[config.mk]
export PLATFORM = sky130hd
export DESIGN_NAME = fis_host
export DESIGN_NICKNAME = d
export VERILOG_FILES = /design/src/rtl/fis_pkg.sv /design/src/rtl/fis_bus_if.sv /design/src/rtl/fis_host.sv /design/src/rtl/fis_pin_engine.sv
export VERILOG_INCLUDE_DIRS = /design/src /design/src/rtl
export SDC_FILE = /design/constraint.sdc
export NUM_CORES = 1
export LEC_CHECK = 0
export BUFFER_PORTS_ARGS = -buffer_cell sky130_fd_sc_hd__buf_2
export CORE_ASPECT_RATIO = 0.9
export CORE_MARGIN = 3
export CORE_UTILIZATION = 43
export CTS_BUF_LIST = sky130_fd_sc_hd__clkbuf_8
export DETAILED_ROUTE_END_ITERATION = 12
export GPL_TIMING_DRIVEN = 0
export PLACE_DENSITY = 0.61
export SYNTH_ARGS = -nofsm -noshare
export SYNTH_HDL_FRONTEND = slang
export SYNTH_SLANG_ARGS = --single-unit
[constraint.sdc]
create_clock -name mclk -period 2.25 [get_ports mclk]
set_input_delay 0.225 -clock mclk [delete_from_list [all_inputs] [get_ports mclk]]
set_output_delay 0.225 -clock mclk [all_outputs]
set_load 0.005 [all_outputs]
[src/rtl/fis_defines.svh]
// Command codes, unlock addresses, status bit positions and timing counts.
// Assumes a 25 MHz mclk; included by the fis_host and fis_pin_engine design files.
`ifndef FIS_DEFINES_SVH
`define FIS_DEFINES_SVH
`define FIS_CMD_UNLOCK1 8'haa
`define FIS_CMD_UNLOCK2 8'h55
`define FIS_CMD_RESET 8'hf0
`define FIS_CMD_AUTOSEL 8'h90
`define FIS_CMD_PROGRAM 8'ha0
`define FIS_CMD_SETUP_ERASE 8'h80
`define FIS_CMD_BLOCK_ERASE 8'h30
`define FIS_CMD_CHIP_ERASE 8'h10
`define FIS_CMD_SUSPEND 8'hb0
`define FIS_CMD_RESUME 8'h30
`define FIS_ADDR_BYTE_U1 18'h2aaaa
`define FIS_ADDR_BYTE_U2 18'h15555
`define FIS_ADDR_WORD_U1 18'h15555
`define FIS_ADDR_WORD_U2 18'h12aaa
`define FIS_BIT_POLL 7
`define FIS_BIT_TOGGLE 6
`define FIS_BIT_ERROR 5
`define FIS_BIT_ETIMER 3
`define FIS_CLK_NS 40
`define FIS_T_WE_NS 80
`define FIS_T_WE_CYC ((`FIS_T_WE_NS + `FIS_CLK_NS - 1) / `FIS_CLK_NS)
`define FIS_T_RD_NS 120
`define FIS_T_RD_CYC ((`FIS_T_RD_NS + `FIS_CLK_NS - 1) / `FIS_CLK_NS)
`define FIS_T_RECOVER_NS 500
`define FIS_T_RECOVER_CYC ((`FIS_T_RECOVER_NS + `FIS_CLK_NS - 1) / `FIS_CLK_NS)
`endif

[src/rtl/fis_pkg.sv]
// Types shared by the flash command host modules.
// Assumes fis_defines.svh is available on the include path.
package fis_pkg;
  typedef enum logic [2:0] {
    FIS_OP_RESET,
    FIS_OP_AUTOSEL,
    FIS_OP_PROGRAM,
    FIS_OP_BLOCK_ERASE,
    FIS_OP_ADD_BLOCK,
    FIS_OP_CHIP_ERASE,
    FIS_OP_SUSPEND,
    FIS_OP_RESUME
  } fis_op_t;
  typedef enum logic [1:0] {
    FIS_CYC_IDLE,
    FIS_CYC_WRITE,
    FIS_CYC_READ
  } fis_cyc_t;
endpackage

[src/rtl/fis_bus_if.sv]
// Carries one bus cycle request between the sequencer and the pin engine.
// Assumes both ends share mclk.
`timescale 1ns/1ps
interface fis_bus_if;
  import fis_pkg::*;
  fis_cyc_t kind;
  logic [17:0] addr;
  logic [15:0] wdata;
  logic [15:0] rdata;
  logic req;
  logic done;
  modport seq (output kind, output addr, output wdata, output req, input rdata, input done);
  modport eng (input kind, input addr, input wdata, input req, output rdata, output done);
endinterface

[src/rtl/fis_host.sv]
// Host-side sequencer that issues flash instruction sequences on the pins.
// Assumes a flash with the documented command interface on the far side.
`timescale 1ns/1ps
`include "fis_defines.svh"

// Notes on behaviour
// - Auto-select is unlock pair then 90h; reads follow.
// - Program is unlock pair, A0h, then address with data; then poll.
// - Block erase is unlock, 80h, unlock, 30h at block address.
// - Added blocks take 30h at block address before erase timeout expires; host sends it regardless, flagging op_timeout_hit from the last poll.
// - Chip erase is unlock, 80h, unlock, 10h; then poll.
// - B0h suspends erase, 30h resumes it; then poll.
// - Host detects erase completion by polling the toggle bit until two reads agree; ready/busy is not used.
// - After reset during program or erase, host waits recovery delay.
// - Unlock pair is AAh at AAAAh, 55h at 5555h; word mode differs.
module fis_host
  import fis_pkg::*;
(
  input wire logic mclk,
  input wire logic reset,
  input wire logic cmd_valid,
  input wire fis_op_t cmd_op,
  input wire logic cmd_short_reset,
  input wire logic word_mode,
  input wire logic [17:0] cmd_addr,
  input wire logic [15:0] cmd_data,
  output logic cmd_ready,
  output logic op_done,
  output logic op_error,
  output logic op_timeout_hit,
  input wire logic rd_valid,
  input wire logic [17:0] rd_addr,
  output logic [15:0] rd_data,
  output logic rd_done,
  output logic chip_en_n,
  output logic out_en_n,
  output logic write_en_n,
  output logic [17:0] addr_pin,
  output logic [15:0] dq_out,
  output logic dq_oe,
  input wire logic [15:0] dq_in,
  input wire logic ready_busy_out
);
  typedef enum logic [2:0] {S_IDLE, S_WRITE, S_POLL, S_READ, S_RECOVER} fis_st_t;
  typedef struct packed {
    fis_st_t st;
    fis_op_t op;
    logic [2:0] step;
    logic [2:0] last;
    logic [17:0] addr;
    logic [15:0] data;
    logic word;
    logic was_busy;
    logic req;
    logic [15:0] cnt;
    logic [15:0] prev;
    logic first_poll;
    logic ready;
    logic done;
    logic err;
    logic tmo;
    logic [15:0] rdata;
    logic rdone;
    logic user_rd;
    logic rb1;
    logic rb2;
    logic rb3;
  } fis_host_t;
  fis_host_t st_r, st_nxt;
  fis_bus_if bus();

  fis_pin_engine u_eng (
    .mclk(mclk),
    .reset(reset),
    .bus(bus),
    .chip_en_n(chip_en_n),
    .out_en_n(out_en_n),
    .write_en_n(write_en_n),
    .addr_pin(addr_pin),
    .dq_out(dq_out),
    .dq_oe(dq_oe),
    .dq_in(dq_in)
  );

  // Address of one of the two unlock cycles, by bus width
  function automatic logic [17:0] unlock_addr(input logic word, input logic second);
    if (word) begin
      unlock_addr = second ? `FIS_ADDR_WORD_U2 : `FIS_ADDR_WORD_U1;
    end else begin
      unlock_addr = second ? `FIS_ADDR_BYTE_U2 : `FIS_ADDR_BYTE_U1;
    end
  endfunction

  // Address and data of write cycle n of an instruction
  function automatic logic [33:0] step_cycle(input fis_op_t op, input logic [2:0] n,
                                             input logic word, input logic [17:0] a,
                                             input logic [15:0] d);
    logic [7:0] code;
    code = `FIS_CMD_RESET;
    unique case (op)
      FIS_OP_RESET: code = `FIS_CMD_RESET;
      FIS_OP_AUTOSEL: code = `FIS_CMD_AUTOSEL;
      FIS_OP_PROGRAM: code = `FIS_CMD_PROGRAM;
      FIS_OP_BLOCK_ERASE, FIS_OP_CHIP_ERASE: code = `FIS_CMD_SETUP_ERASE;
      FIS_OP_ADD_BLOCK: code = `FIS_CMD_BLOCK_ERASE;
      FIS_OP_SUSPEND: code = `FIS_CMD_SUSPEND;
      FIS_OP_RESUME: code = `FIS_CMD_RESUME;
    endcase
    if (n == 3'd0 || n == 3'd3) begin
      step_cycle = {unlock_addr(word, 1'b0), 8'h00, `FIS_CMD_UNLOCK1};
    end else if (n == 3'd1 || n == 3'd4) begin
      step_cycle = {unlock_addr(word, 1'b1), 8'h00, `FIS_CMD_UNLOCK2};
    end else if (n == 3'd2) begin
      step_cycle = {unlock_addr(word, 1'b0), 8'h00, code};
    end else if (n == 3'd6) begin
      step_cycle = {a, d};
    end else if (op == FIS_OP_SUSPEND) begin
      step_cycle = {a, 8'h00, `FIS_CMD_SUSPEND};
    end else if (op == FIS_OP_CHIP_ERASE) begin
      step_cycle = {unlock_addr(word, 1'b0), 8'h00, `FIS_CMD_CHIP_ERASE};
    end else begin
      step_cycle = {a, 8'h00, `FIS_CMD_BLOCK_ERASE};
    end
  endfunction

  // ------------------------------------------------
  // Sequencer
  // ------------------------------------------------
  always_comb begin
    st_nxt = st_r;
    st_nxt.done = 1'b0;
    st_nxt.rdone = 1'b0;
    st_nxt.req = 1'b0;
    st_nxt.rb1 = ready_busy_out;
    st_nxt.rb2 = st_r.rb1;
    st_nxt.rb3 = st_r.rb2;
    unique case (st_r.st)
      S_IDLE: begin
        if (cmd_valid && st_r.ready) begin
          st_nxt.ready = 1'b0;
          st_nxt.op = cmd_op;
          st_nxt.addr = cmd_addr;
          st_nxt.data = cmd_data;
          st_nxt.word = word_mode;
          st_nxt.err = 1'b0;
          st_nxt.tmo = 1'b0;
          st_nxt.st = S_WRITE;
          st_nxt.req = 1'b1;
          st_nxt.last = 3'd2;
          st_nxt.step = 3'd0;
          unique case (cmd_op)
            FIS_OP_RESET: begin
              st_nxt.was_busy = !(st_r.rb2 && st_r.rb3);
              if (cmd_short_reset) begin
                st_nxt.step = 3'd2;
              end
            end
            FIS_OP_SUSPEND, FIS_OP_RESUME, FIS_OP_ADD_BLOCK: st_nxt.step = 3'd5;
            FIS_OP_PROGRAM: st_nxt.last = 3'd6;
            FIS_OP_BLOCK_ERASE, FIS_OP_CHIP_ERASE: st_nxt.last = 3'd5;
            default: st_nxt.last = 3'd2;
          endcase
          if (cmd_op inside {FIS_OP_SUSPEND, FIS_OP_RESUME, FIS_OP_ADD_BLOCK}) begin
            st_nxt.last = 3'd5;
          end
        end else if (rd_valid && st_r.ready) begin
          // Plain reads rely on the device staying in its current read mode
          st_nxt.ready = 1'b0;
          st_nxt.addr = rd_addr;
          st_nxt.user_rd = 1'b1;
          st_nxt.st = S_READ;
          st_nxt.req = 1'b1;
        end
      end
      S_WRITE: begin
        if (bus.done) begin
          if (st_r.step == st_r.last) begin
            if (st_r.op == FIS_OP_ADD_BLOCK && st_r.prev[`FIS_BIT_ETIMER]) begin
              st_nxt.tmo = 1'b1;
            end
            if (st_r.op == FIS_OP_RESET && st_r.was_busy) begin
              st_nxt.st = S_RECOVER;
              st_nxt.cnt = '0;
            end else if (st_r.op inside {FIS_OP_PROGRAM, FIS_OP_BLOCK_ERASE,
                                         FIS_OP_CHIP_ERASE, FIS_OP_RESUME}) begin
              st_nxt.st = S_POLL;
              st_nxt.first_poll = 1'b1;
              st_nxt.req = 1'b1;
            end else begin
              st_nxt.st = S_IDLE;
              st_nxt.done = 1'b1;
              st_nxt.ready = 1'b1;
            end
          end else begin
            st_nxt.step = (st_r.op == FIS_OP_PROGRAM && st_r.step == 3'd2) ? 3'd6 :
                          st_r.step + 3'd1;
            st_nxt.req = 1'b1;
          end
        end
      end
      S_POLL: begin
        // Toggle bit settles when two reads agree; the ready/busy pin alone is not trusted
        if (bus.done) begin
          st_nxt.prev = bus.rdata;
          st_nxt.first_poll = 1'b0;
          if (!st_r.first_poll && bus.rdata[`FIS_BIT_TOGGLE] == st_r.prev[`FIS_BIT_TOGGLE]) begin
            st_nxt.st = S_IDLE;
            st_nxt.done = 1'b1;
            st_nxt.ready = 1'b1;
          end else if (bus.rdata[`FIS_BIT_ERROR] && !st_r.first_poll) begin
            st_nxt.err = 1'b1;
            st_nxt.st = S_IDLE;
            st_nxt.done = 1'b1;
            st_nxt.ready = 1'b1;
          end else begin
            st_nxt.req = 1'b1;
          end
        end
      end
      S_READ: begin
        if (bus.done) begin
          // Array data must not stand in for the last status word
          st_nxt.rdata = bus.rdata;
          st_nxt.rdone = 1'b1;
          st_nxt.user_rd = 1'b0;
          st_nxt.st = S_IDLE;
          st_nxt.ready = 1'b1;
        end
      end
      S_RECOVER: begin
        st_nxt.cnt = st_r.cnt + 16'h1;
        if (st_r.cnt == 16'(`FIS_T_RECOVER_CYC - 1)) begin
          st_nxt.st = S_IDLE;
          st_nxt.done = 1'b1;
          st_nxt.ready = 1'b1;
        end
      end
    endcase
    if (st_nxt.st == S_POLL || st_nxt.st == S_READ) begin
      st_nxt.addr = (st_nxt.st == S_READ) ? st_nxt.addr : st_r.addr;
    end
  end

  always_ff @(posedge mclk) begin
    if (reset) begin
      st_r <= '{st: S_IDLE, op: FIS_OP_RESET, step: 3'd0, last: 3'd0, addr: 18'h0,
                data: 16'h0, word: 1'b0, was_busy: 1'b0, req: 1'b0, cnt: 16'h0,
                prev: 16'h0, first_poll: 1'b0, ready: 1'b1, done: 1'b0, err: 1'b0,
                tmo: 1'b0, rdata: 16'h0, rdone: 1'b0, user_rd: 1'b0,
                rb1: 1'b1, rb2: 1'b1, rb3: 1'b1};
    end else begin
      st_r <= st_nxt;
    end
  end

  always_comb begin
    logic [33:0] c;
    c = step_cycle(st_r.op, st_r.step, st_r.word, st_r.addr, st_r.data);
    bus.req = st_r.req;
    bus.kind = (st_r.st == S_WRITE) ? FIS_CYC_WRITE : FIS_CYC_READ;
    bus.addr = (st_r.st == S_WRITE) ? c[33:16] : st_r.addr;
    bus.wdata = c[15:0];
  end

  assign cmd_ready = st_r.ready;
  assign op_done = st_r.done;
  assign op_error = st_r.err;
  assign op_timeout_hit = st_r.tmo;
  assign rd_data = st_r.rdata;
  assign rd_done = st_r.rdone;

  a_reset_recover_len: assert property (@(posedge mclk) disable iff (reset)
    $rose(st_r.st == S_RECOVER) |-> (st_r.st == S_RECOVER) [*8] ##[1:20] op_done)
    else $error("recovery wait too short");
  a_program_code: assert property (@(posedge mclk) disable iff (reset)
    (st_r.st == S_WRITE && st_r.op == FIS_OP_PROGRAM && st_r.step == 3'd2 && st_r.req)
    |-> bus.wdata[7:0] == 8'ha0) else $error("program code wrong");
  a_unlock_first: assert property (@(posedge mclk) disable iff (reset)
    (st_r.st == S_WRITE && st_r.req && st_r.step == 3'd0)
    |-> bus.wdata[7:0] == 8'haa && bus.addr[14:0] == (st_r.word ? 15'h5555 : 15'h2aaa))
    else $error("first unlock wrong");
  a_unlock_second: assert property (@(posedge mclk) disable iff (reset)
    (st_r.st == S_WRITE && st_r.req && st_r.step == 3'd4) |-> bus.wdata[7:0] == 8'h55)
    else $error("second unlock wrong");
  a_chip_erase_code: assert property (@(posedge mclk) disable iff (reset)
    (st_r.st == S_WRITE && st_r.op == FIS_OP_CHIP_ERASE && st_r.step == 3'd5 && st_r.req)
    |-> bus.wdata[7:0] == 8'h10) else $error("chip erase code wrong");
  a_block_erase_code: assert property (@(posedge mclk) disable iff (reset)
    (st_r.st == S_WRITE && st_r.op == FIS_OP_BLOCK_ERASE && st_r.step == 3'd5 && st_r.req)
    |-> bus.wdata[7:0] == 8'h30 && bus.addr == st_r.addr) else $error("block erase wrong");
  a_suspend_single: assert property (@(posedge mclk) disable iff (reset)
    (st_r.st == S_WRITE && st_r.op == FIS_OP_SUSPEND && st_r.req)
    |-> st_r.step == 3'd5 && bus.wdata[7:0] == 8'hb0) else $error("suspend not single");
  a_short_reset: assert property (@(posedge mclk) disable iff (reset)
    (cmd_valid && cmd_ready && cmd_op == FIS_OP_RESET && cmd_short_reset)
    |=> st_r.step == 3'd2 ##0 bus.wdata[7:0] == 8'hf0) else $error("short reset wrong");
  a_autosel_code: assert property (@(posedge mclk) disable iff (reset)
    (st_r.st == S_WRITE && st_r.op == FIS_OP_AUTOSEL && st_r.step == 3'd2 && st_r.req)
    |-> bus.wdata[7:0] == 8'h90) else $error("auto-select code wrong");
  c_program: cover property (@(posedge mclk) st_r.op == FIS_OP_PROGRAM && op_done);
  c_chip_erase: cover property (@(posedge mclk) st_r.op == FIS_OP_CHIP_ERASE && op_done);
  c_recover: cover property (@(posedge mclk) st_r.st == S_RECOVER);
  c_read: cover property (@(posedge mclk) rd_done);
endmodule

[src/rtl/fis_pin_engine.sv]
// Drives one write or read cycle on the flash pins.
// Assumes the flash is asynchronous; data input passes a 3-stage synchroniser.
`timescale 1ns/1ps
`include "fis_defines.svh"
module fis_pin_engine
  import fis_pkg::*;
(
  input wire logic mclk,
  input wire logic reset,
  fis_bus_if.eng bus,
  output logic chip_en_n,
  output logic out_en_n,
  output logic write_en_n,
  output logic [17:0] addr_pin,
  output logic [15:0] dq_out,
  output logic dq_oe,
  input wire logic [15:0] dq_in
);
  typedef struct packed {
    logic busy;
    fis_cyc_t kind;
    logic [3:0] cnt;
    logic ce_n;
    logic oe_n;
    logic we_n;
    logic [17:0] addr;
    logic [15:0] dout;
    logic doe;
    logic [15:0] rdata;
    logic done;
    logic [15:0] s1;
    logic [15:0] s2;
    logic [15:0] s3;
  } fis_eng_t;
  fis_eng_t st_r, st_nxt;

  // ------------------------------------------------
  // Cycle timing
  // ------------------------------------------------
  // Read data is taken only when two late stages agree, so a bus still settling is not captured
  always_comb begin
    st_nxt = st_r;
    st_nxt.done = 1'b0;
    st_nxt.s1 = dq_in;
    st_nxt.s2 = st_r.s1;
    st_nxt.s3 = st_r.s2;
    if (!st_r.busy) begin
      if (bus.req && bus.kind != FIS_CYC_IDLE) begin
        st_nxt.busy = 1'b1;
        st_nxt.kind = bus.kind;
        st_nxt.addr = bus.addr;
        st_nxt.dout = bus.wdata;
        st_nxt.ce_n = 1'b0;
        st_nxt.cnt = '0;
        if (bus.kind == FIS_CYC_WRITE) begin
          st_nxt.we_n = 1'b0;
          st_nxt.doe = 1'b1;
        end else begin
          st_nxt.oe_n = 1'b0;
        end
      end
    end else begin
      st_nxt.cnt = st_r.cnt + 4'h1;
      if (st_r.kind == FIS_CYC_WRITE && st_r.cnt == 4'(`FIS_T_WE_CYC - 1)) begin
        st_nxt.we_n = 1'b1;
      end else if (st_r.kind == FIS_CYC_WRITE && st_r.cnt == 4'(`FIS_T_WE_CYC)) begin
        st_nxt.ce_n = 1'b1;
        st_nxt.doe = 1'b0;
        st_nxt.busy = 1'b0;
        st_nxt.done = 1'b1;
      end else if (st_r.kind == FIS_CYC_READ && st_r.cnt >= 4'(`FIS_T_RD_CYC + 2)
                   && st_r.s2 == st_r.s3) begin
        st_nxt.rdata = st_r.s3;
        st_nxt.oe_n = 1'b1;
        st_nxt.ce_n = 1'b1;
        st_nxt.busy = 1'b0;
        st_nxt.done = 1'b1;
      end
    end
  end

  always_ff @(posedge mclk) begin
    if (reset) begin
      st_r <= '{busy: 1'b0, kind: FIS_CYC_IDLE, cnt: 4'h0, ce_n: 1'b1, oe_n: 1'b1,
                we_n: 1'b1, addr: 18'h0, dout: 16'h0, doe: 1'b0, rdata: 16'h0,
                done: 1'b0, s1: 16'h0, s2: 16'h0, s3: 16'h0};
    end else begin
      st_r <= st_nxt;
    end
  end

  assign bus.done = st_r.done;
  assign bus.rdata = st_r.rdata;
  assign chip_en_n = st_r.ce_n;
  assign out_en_n = st_r.oe_n;
  assign write_en_n = st_r.we_n;
  assign addr_pin = st_r.addr;
  assign dq_out = st_r.dout;
  assign dq_oe = st_r.doe;

  a_write_pulse_len: assert property (@(posedge mclk) disable iff (reset)
    $fell(write_en_n) |-> !write_en_n [*2] ##1 write_en_n)
    else $error("write strobe width wrong");
  a_no_drive_on_read: assert property (@(posedge mclk) disable iff (reset)
    !out_en_n |-> !dq_oe) else $error("data driven during read");
endmodule

==> results by group, run 1 <==
Drt
  – Antenna Violating Nets Remaining: 0
  – DR DRC count: 0
  – TritonRoute pass-1 iters: 5
  – Routed wire length: approximately 24000 um
  – Initial drt markers: 480
  – Via Count: 7974
  – Number of vias per cell: 5.021
  – Routed length per instance: around 15 um

Die
  – Rows: 49
  – Total Die Area: 22720 sq um
  – Initial cell density of the core: 44.39%
  – Die width: 158.6 um
  – Core area: 20290 sq um
  – Die H: roughly 140 um
  – Num ports: roughly 140

Setup path
  – Startpoint Class: flip-flop
  – Critical Path AT: 2.62 ns
  – Crit. End Element: flip-flop
  – Critical R2R Launch: st_r[104]
  – Worst EP required: between 2 and 3 ns
  – Worst-path fanout max: 9
  – Crit Path Category: reg2reg
  – CP startpoint: st_r[104]

Final layout
  – Commonest non-fill, non-tap cells in the layout: 203 x dfxtp_1, 144 x buf_2, 140 x nand2_1, 78 x nor2_1, 74 x a21oi_1
  – N_diodes: 0
  – Nets: 1374
  – Commonest non-fill, non-tap cell in the layout: dfxtp_1
  – Fill count: 1878
  – Synth-to-Final Area Change: 28.09%
  – Layout cells sized above 1: 23.17%

Clocking
  – CTS clk-pin slew, worst paths: 0.06 ns
  – Clock tree buffer depth: 3
  – H-tree Lvls: 2
  – Cts bufs inserted: 36
  – TritonCTS clock tree: built
  – CTS Root Cell: clkbuf_8
  – Clk_lat worst skew: around 0.53 ns
  – Total clock sinks: 206

Synthesis
  – Yosys top cell by area: dfxtp_1
  – XOR/XNOR Fraction of Synth Area: under 10%
  – Yosys warnings: 0
  – Top post-synthesis cells by area: dfxtp_1 46%, nand2_1 5.9%, a21oi_1 4.3%
  – Async SR Flop Fraction: 0%
  – Syn Inst Count: 1047
  – Unique masters post-synth: 63
  – Synthesized area: 9007 sq um
  – Mean Syn Cell Area: 8.603 sq um
  – Mux contribution to synthesized area: under 10%
  – Post-Synth Simple-Gate Area: about a quarter
  – Adder-cell share of the synthesized area: 1.667%
  – Compound-gate portion of the synthesized area: between 10% and 20%
  – #FFs+latches synth: 206
  – Synth Net Count: 1137
  – Area share of the largest cell type after synthesis: between 40 and 50%
  – Post-synthesis sequential area ratio: 45.78%
  – Number of synthesized flops with an enable pin: 0
  – Main combinational cell family by area after synthesis: simple AND/OR/NAND/NOR gates
  – Top FF cell, synth: dfxtp_1

Pwr
  – Int Power: roughly 7.6 mW
  – Total power: approximately 12 mW
  – Switching Power: 4.151 mW
  – Seq pwr share: 38.1%
  – P_leak: 4.666 nW
  – VDD IR max: 0.5229 mV
  – Logic pwr share: 32.4%
  – Pwr dens: 1016 nW/um^2
  – Sw frac: 35.42%
  – Clock share of power: 29.4%

Placement
  – PortBufs: ~140
  – DPL Wire Length: 17050 um
  – Routability Congestion: 0.9143

STA
  – Setup TNS: 0 ns
  – Fmax: roughly 460 MHz
  – Final period util: 95.98%
  – Clock skew: slightly below 0.02 ns
  – Final Hold Fails: 0
  – Final Max Tran Viols: 0
  – Final setup vio count: 0
  – Hold_ws: roughly 0.019 ns
  – Post-layout min period: 2.160 ns
  – Max-slew headroom: 52.63%
  – RSZ-0062 raised after global routing: yes
  – Worst-Margin Slew: approximately 0.71 ns

GRT
  – Vias in the first global route: 7459
  – First-pass GRT wire length: between 30000 and 40000 um
  – Largest net degree at the start of global routing: 11
  – Gr usage total: 20.69%
  – Grt ovf: 0
  – Initial antenna violation count: 0

Hold path
  – Hold path startpoint: cmd_addr[10]
  – Min-Delay Path Class: in2reg

Flow run
  – # Max-Cap Violations: 0

Status
  – Status: completed
-- state kept, by name, summed over array words and instances, names as in the netlist, 2 cells and up, named ones only --
signal,flops
u_eng.dq_out,16
st_nxt,2
rd_data,16
u_eng.st_nxt,32
u_eng.st_r,23
st_r,68
u_eng.bus.rdata,16
u_eng.addr_pin,18
-- power groups by stage --
stage / registers (mW) / clock network [mW] / logic [mW]
after CTS: 4.46 / 3.54 / 3.58
after global placement: 4.52 / 0 / 3.38
after global routing: 4.53 / 3.70 / 4.19
after detailed placement: 4.53 / 0 / 3.38
after floorplan: 4.43 / 0 / 2.43
final: 4.47 / 3.45 / 3.80
-- critical path: stages (launching register included) --
cell,delay [ns]
dfxtp_1,0.29
buf_2,0.19
or3b_2,0.32
a41oi_2,0.09
or4_1,0.52
buf_2,0.18
or3_1,0.35
a21oi_1,0.14
-- final cells by class --
type                       count  area (sq um)  share of cell area (%)
sequential                   206          4130                   35.80
clock buffer                  44         605.6                   5.249
inverter                      19         71.32                  0.6182
clock inverter                18         122.6                   1.063
tap                          280         350.3                   3.037
multi-input combinational    701          4274                   37.05
buffer                       121         676.9                   5.867
timing repair buffer         199          1306                   11.32
-- layer usage --
| layer | wire [um] | up-vias | global-route usage (%) |
|---|---|---|---|
| met5 | 0 | - | 0 |
| met4 | 609 | 0 | 7.379 |
| met3 | 1235 | 50 | 3.403 |
| met2 | 10880 | 244 | 32.98 |
| met1 | 11360 | 3654 | 28.45 |
| li1 | - | 4026 | - |
-- per-stage QoR --
stage               cells  util, %  setup slack (ns)  cell area [sq um]
floorplan            1047        -            0.2764               9007
global placement     1462    49.44           -0.4196              10030
detailed placement   1462    49.44           -0.4632              10030
CTS                  1584    56.27         -0.004574              11420
global route         1588    56.85          -0.03180              11540
finish               1588    56.85           0.09039              11540
-- cell usage after synthesis, drive strengths merged (3+ instances only) --
library cell and count:
a22o 8, o211ai 5, nor4 15, nand2 141, xor2 14, nand3 25
nor4b 6, ha 12, a211oi 8, nand4 10, or3 6, mux2 3
a311oi 23, nor3b 5, o21ai 36, mux2i 25, inv 19, a31oi 6
a21oi 78, dfxtp 206, or2 4, nor2 79, and2 5, xnor2 20
a2111oi 4, o22ai 3, nor2b 57, nand2b 39, o31ai 4, nor3 24
buf 67, and3 5, clkbuf 54
-- worst paths after layout --
path / to / slack (ns) / depth (start not counted)
max: st_r[57] / 0.09 / 7
min: st_r[87] / 0.02 / 3
max reg2reg: st_r[57] / 0.09 / 7
min reg2reg: st_nxt[0] / 0.41 / 1
-- cell families after synthesis --
logic type | after synthesis
AOI/OAI and AO/OA | 196
buffers and inverters | 140
and+or+nand+nor | 431
muxes | 28
xor gates and xnor gates | 34
DFF | 206
adders and majority gates | 12
-- what timing repair did --
item / in CTS / in global routing
pin swaps: 0 / 3
gates resized for setup: 17 / 37
hold endpoints to repair: 52 / 0
gates cloned: 0 / 0
buffers inserted: 0 / 4
endpoints found under the setup margin: 35 / 63
hold buffers: 60 / 0
Power figures use the tool's default switching activity.
==> run 2, diff against run 1 <==
- RECOVER_POWER: not set -> 50
==> run 2 against run 1 <==
  * Cell count is the same
  * Power is essentially flat
  * Non-clock buffer count is the same
  * Wire length grew 0.12%
  * Sequential share of layout area grew 0.10 points
  * Die area is the same
==> results by group, run 2 (synthesis gave the netlist of run 1 again) <==
Setup path
  – Crit Path Category: reg2reg
  – Crit path max-delay cell type: or3b_2
  – Startpoint Class: flip-flop
  – Crit. End Element: flip-flop
  – CP max stage delay: 0.58 ns (+0.06 ns)
  – Worst EP required: 2.69 ns (-0.02 ns)
  – Worst-case reg-to-reg path depth: 6 (-1)
  – Worst-path fanout max: 10 (+1)
  – Critical Path AT: 2.60 ns (-0.02 ns)
  – Crit path cell chain: buf_2 > or3b_2 > clkbuf_1 > a211oi_2 > a211oi_1 > nor3_1

Final layout
  – Final Cell Area: 11500 sq um (-0.28%)
  – Nets: 1374 (unchanged)
  – Fill count: 1893 (+0.80%)
  – Commonest non-fill, non-tap cells in the layout: 203 x dfxtp_1, 140 x nand2_1, 118 x buf_2, 78 x nor2_1, 74 x a21oi_1
  – Synth-to-Final Area Change: 27.73%
  – Largest Register: st_r
  – Commonest non-fill, non-tap cell in the layout: dfxtp_1
  – Max FFs per register: 68 (unchanged)
  – Layout cells sized above 1: 21.18% (-2.0 points)
  – N_diodes: 0 (unchanged)

Die
  – Total Die Area: 22720 sq um (unchanged)
  – Die width: 158.6 um (unchanged)
  – Num ports: 137 (unchanged)
  – Core area: 20290 sq um (unchanged)
  – Rows: 49 (unchanged)
  – Initial cell density of the core: 44.39% (unchanged)
  – Die H: 143.3 um (unchanged)

Drt
  – Antenna Violating Nets Remaining: 0 (unchanged)
  – Routed wire length: 24110 um (+0.12%)
  – Number of vias per cell: 5.010 (-0.23%)
  – Initial drt markers: 457 (-4.8%)
  – DR DRC count: 0 (unchanged)
  – Via Count: 7956 (-0.23%)
  – Routed length per instance: 15.18 um (+0.12%)
  – TritonRoute pass-1 iters: 6 (+1)

Clocking
  – H-tree Lvls: 2 (unchanged)
  – CTS Root Cell: clkbuf_8
  – Total clock sinks: 206 (unchanged)
  – Clk_lat worst skew: 0.53 ns (about the same)
  – Clock tree buffer depth: 3 (unchanged)
  – CTS clk-pin slew, worst paths: 0.06 ns (about the same)
  – Cts bufs inserted: 36 (unchanged)
  – TritonCTS clock tree: built

STA
  – Fmax: 461.1 MHz (-0.43%)
  – Clock skew: 0.02362 ns (+0.004089 ns)
  – Post-layout min period: 2.169 ns (+0.009227 ns)
  – Max-slew headroom: 52.59% (about the same)
  – RSZ-0062 raised after global routing: yes
  – Worst-Margin Slew: 0.7111 ns (+0.0005643 ns)
  – Final Hold Fails: 0 (unchanged)
  – Worst setup margin: 0.08116 ns (-0.009227 ns)
  – Final Max Tran Viols: 0 (unchanged)
  – Final period util: 96.39% (+0.41 points)
  – Final setup vio count: 0 (unchanged)

Pwr
  – Switching Power: 4.161 mW (+0.23%)
  – Sw frac: 35.53% (+0.11 points)
  – Clock share of power: 29.5% (about the same)
  – Int Power: 7.549 mW (-0.27%)
  – Total power: 11.71 mW (about the same)
  – Pwr dens: 1018 nW/um^2 (+0.19%)
  – VDD IR max: 0.5229 mV (about the same)
  – Logic pwr share: 32.3% (about the same)
  – Seq pwr share: 38.2% (about the same)
  – P_leak: 4.545 nW (-2.6%)

GRT
  – Grt ovf: 0 (unchanged)
  – Vias in the first global route: 7459 (unchanged)
  – Initial antenna violation count: 0 (unchanged)
  – Largest net degree at the start of global routing: 11 (unchanged)
  – Gr usage total: 20.69% (unchanged)
  – First-pass GRT wire length: 37890 um (unchanged)

Placement
  – Placed cell area: 10030 sq um (unchanged)
  – PortBufs: 135 (unchanged)
  – Routability Congestion: 0.9143 (unchanged)
  – DP Worst Slack: -0.4632 ns (unchanged)
  – DPL Wire Length: 17050 um (unchanged)

Hold path
  – Min-Delay Path Class: in2reg
  – Hold path depth: 3 (unchanged)

Status
  – Status: completed

Flow run
  – # Max-Cap Violations: 0 (unchanged)
[run 2: per-stage QoR]
| step | instances | setup TNS (ns) | utilization, % | hold WS, ns |
|---|---|---|---|---|
| global route | 1588 | -0.1055 | 56.69 | 0.02019 |
| CTS | 1584 | -0.006883 | 56.27 | 0.003575 |
| global placement | 1462 | -11.81 | 49.44 | 0.3962 |
| detailed placement | 1462 | -12.67 | 49.44 | 0.4011 |
| finish | 1588 | 0 | 56.69 | 0.02184 |
| floorplan | 1047 | 0 | - | 0.3288 |
[run 2: layer usage]
| metal | global-route usage [%] | up-vias | wire length [um] |
|---|---|---|---|
| li1 | - | 4024 | - |
| met1 | 28.45 | 3647 | 11400 |
| met2 | 32.98 | 238 | 10890 |
| met3 | 3.403 | 47 | 1217 |
| met4 | 7.379 | 0 | 609 |
| met5 | 0 | - | 0 |
[run 2: what timing repair did]
item	in CTS	in global routing
buffers inserted	0	4
setup endpoints to repair	35	63
pin swaps	0	3
hold buffers	60	0
hold endpoints to repair	52	0
resized for setup	17	37
[run 2: final cells by class]
type                            count  area [sq um]  area share, %
Clock inverter                     18         122.6          1.066
Tap cell                          280         350.3          3.045
Buffer                            121         676.9          5.884
Timing Repair Buffer              199          1274          11.07
Multi-Input combinational cell    701          4274          37.15
Sequential cell                   206          4130          35.90
Clock buffer                       44         605.6          5.264
Inverter                           19         71.32         0.6199
[run 2: power by group through the flow]
stage               clock, mW  sequential [mW]  combinational, mW
global placement            0             4.52               3.38
finish                   3.45             4.47               3.79
global route             3.70             4.53               4.17
detailed placement          0             4.53               3.38
CTS                      3.54             4.46               3.58
floorplan                   0             4.43               2.43
[run 2: final timing paths]
path	start	end	slack (ns)
setup reg to reg	st_r[104]	u_eng.addr_pin[17]	0.08
hold / removal	cmd_addr[10]	st_r[87]	0.02
hold reg to reg	st_nxt[1]	st_nxt[0]	0.41
setup / recovery	st_r[104]	u_eng.addr_pin[17]	0.08
[run 2: worst max-delay path, delay by kind of cell, from the launching register on]
kind | cells | cell delay [ns]
AOI/OAI and AO/OA | 2 | 0.42
and+or+nand+nor | 2 | 0.78
DFF | 1 | 0.30
buffers and inverters | 2 | 0.57
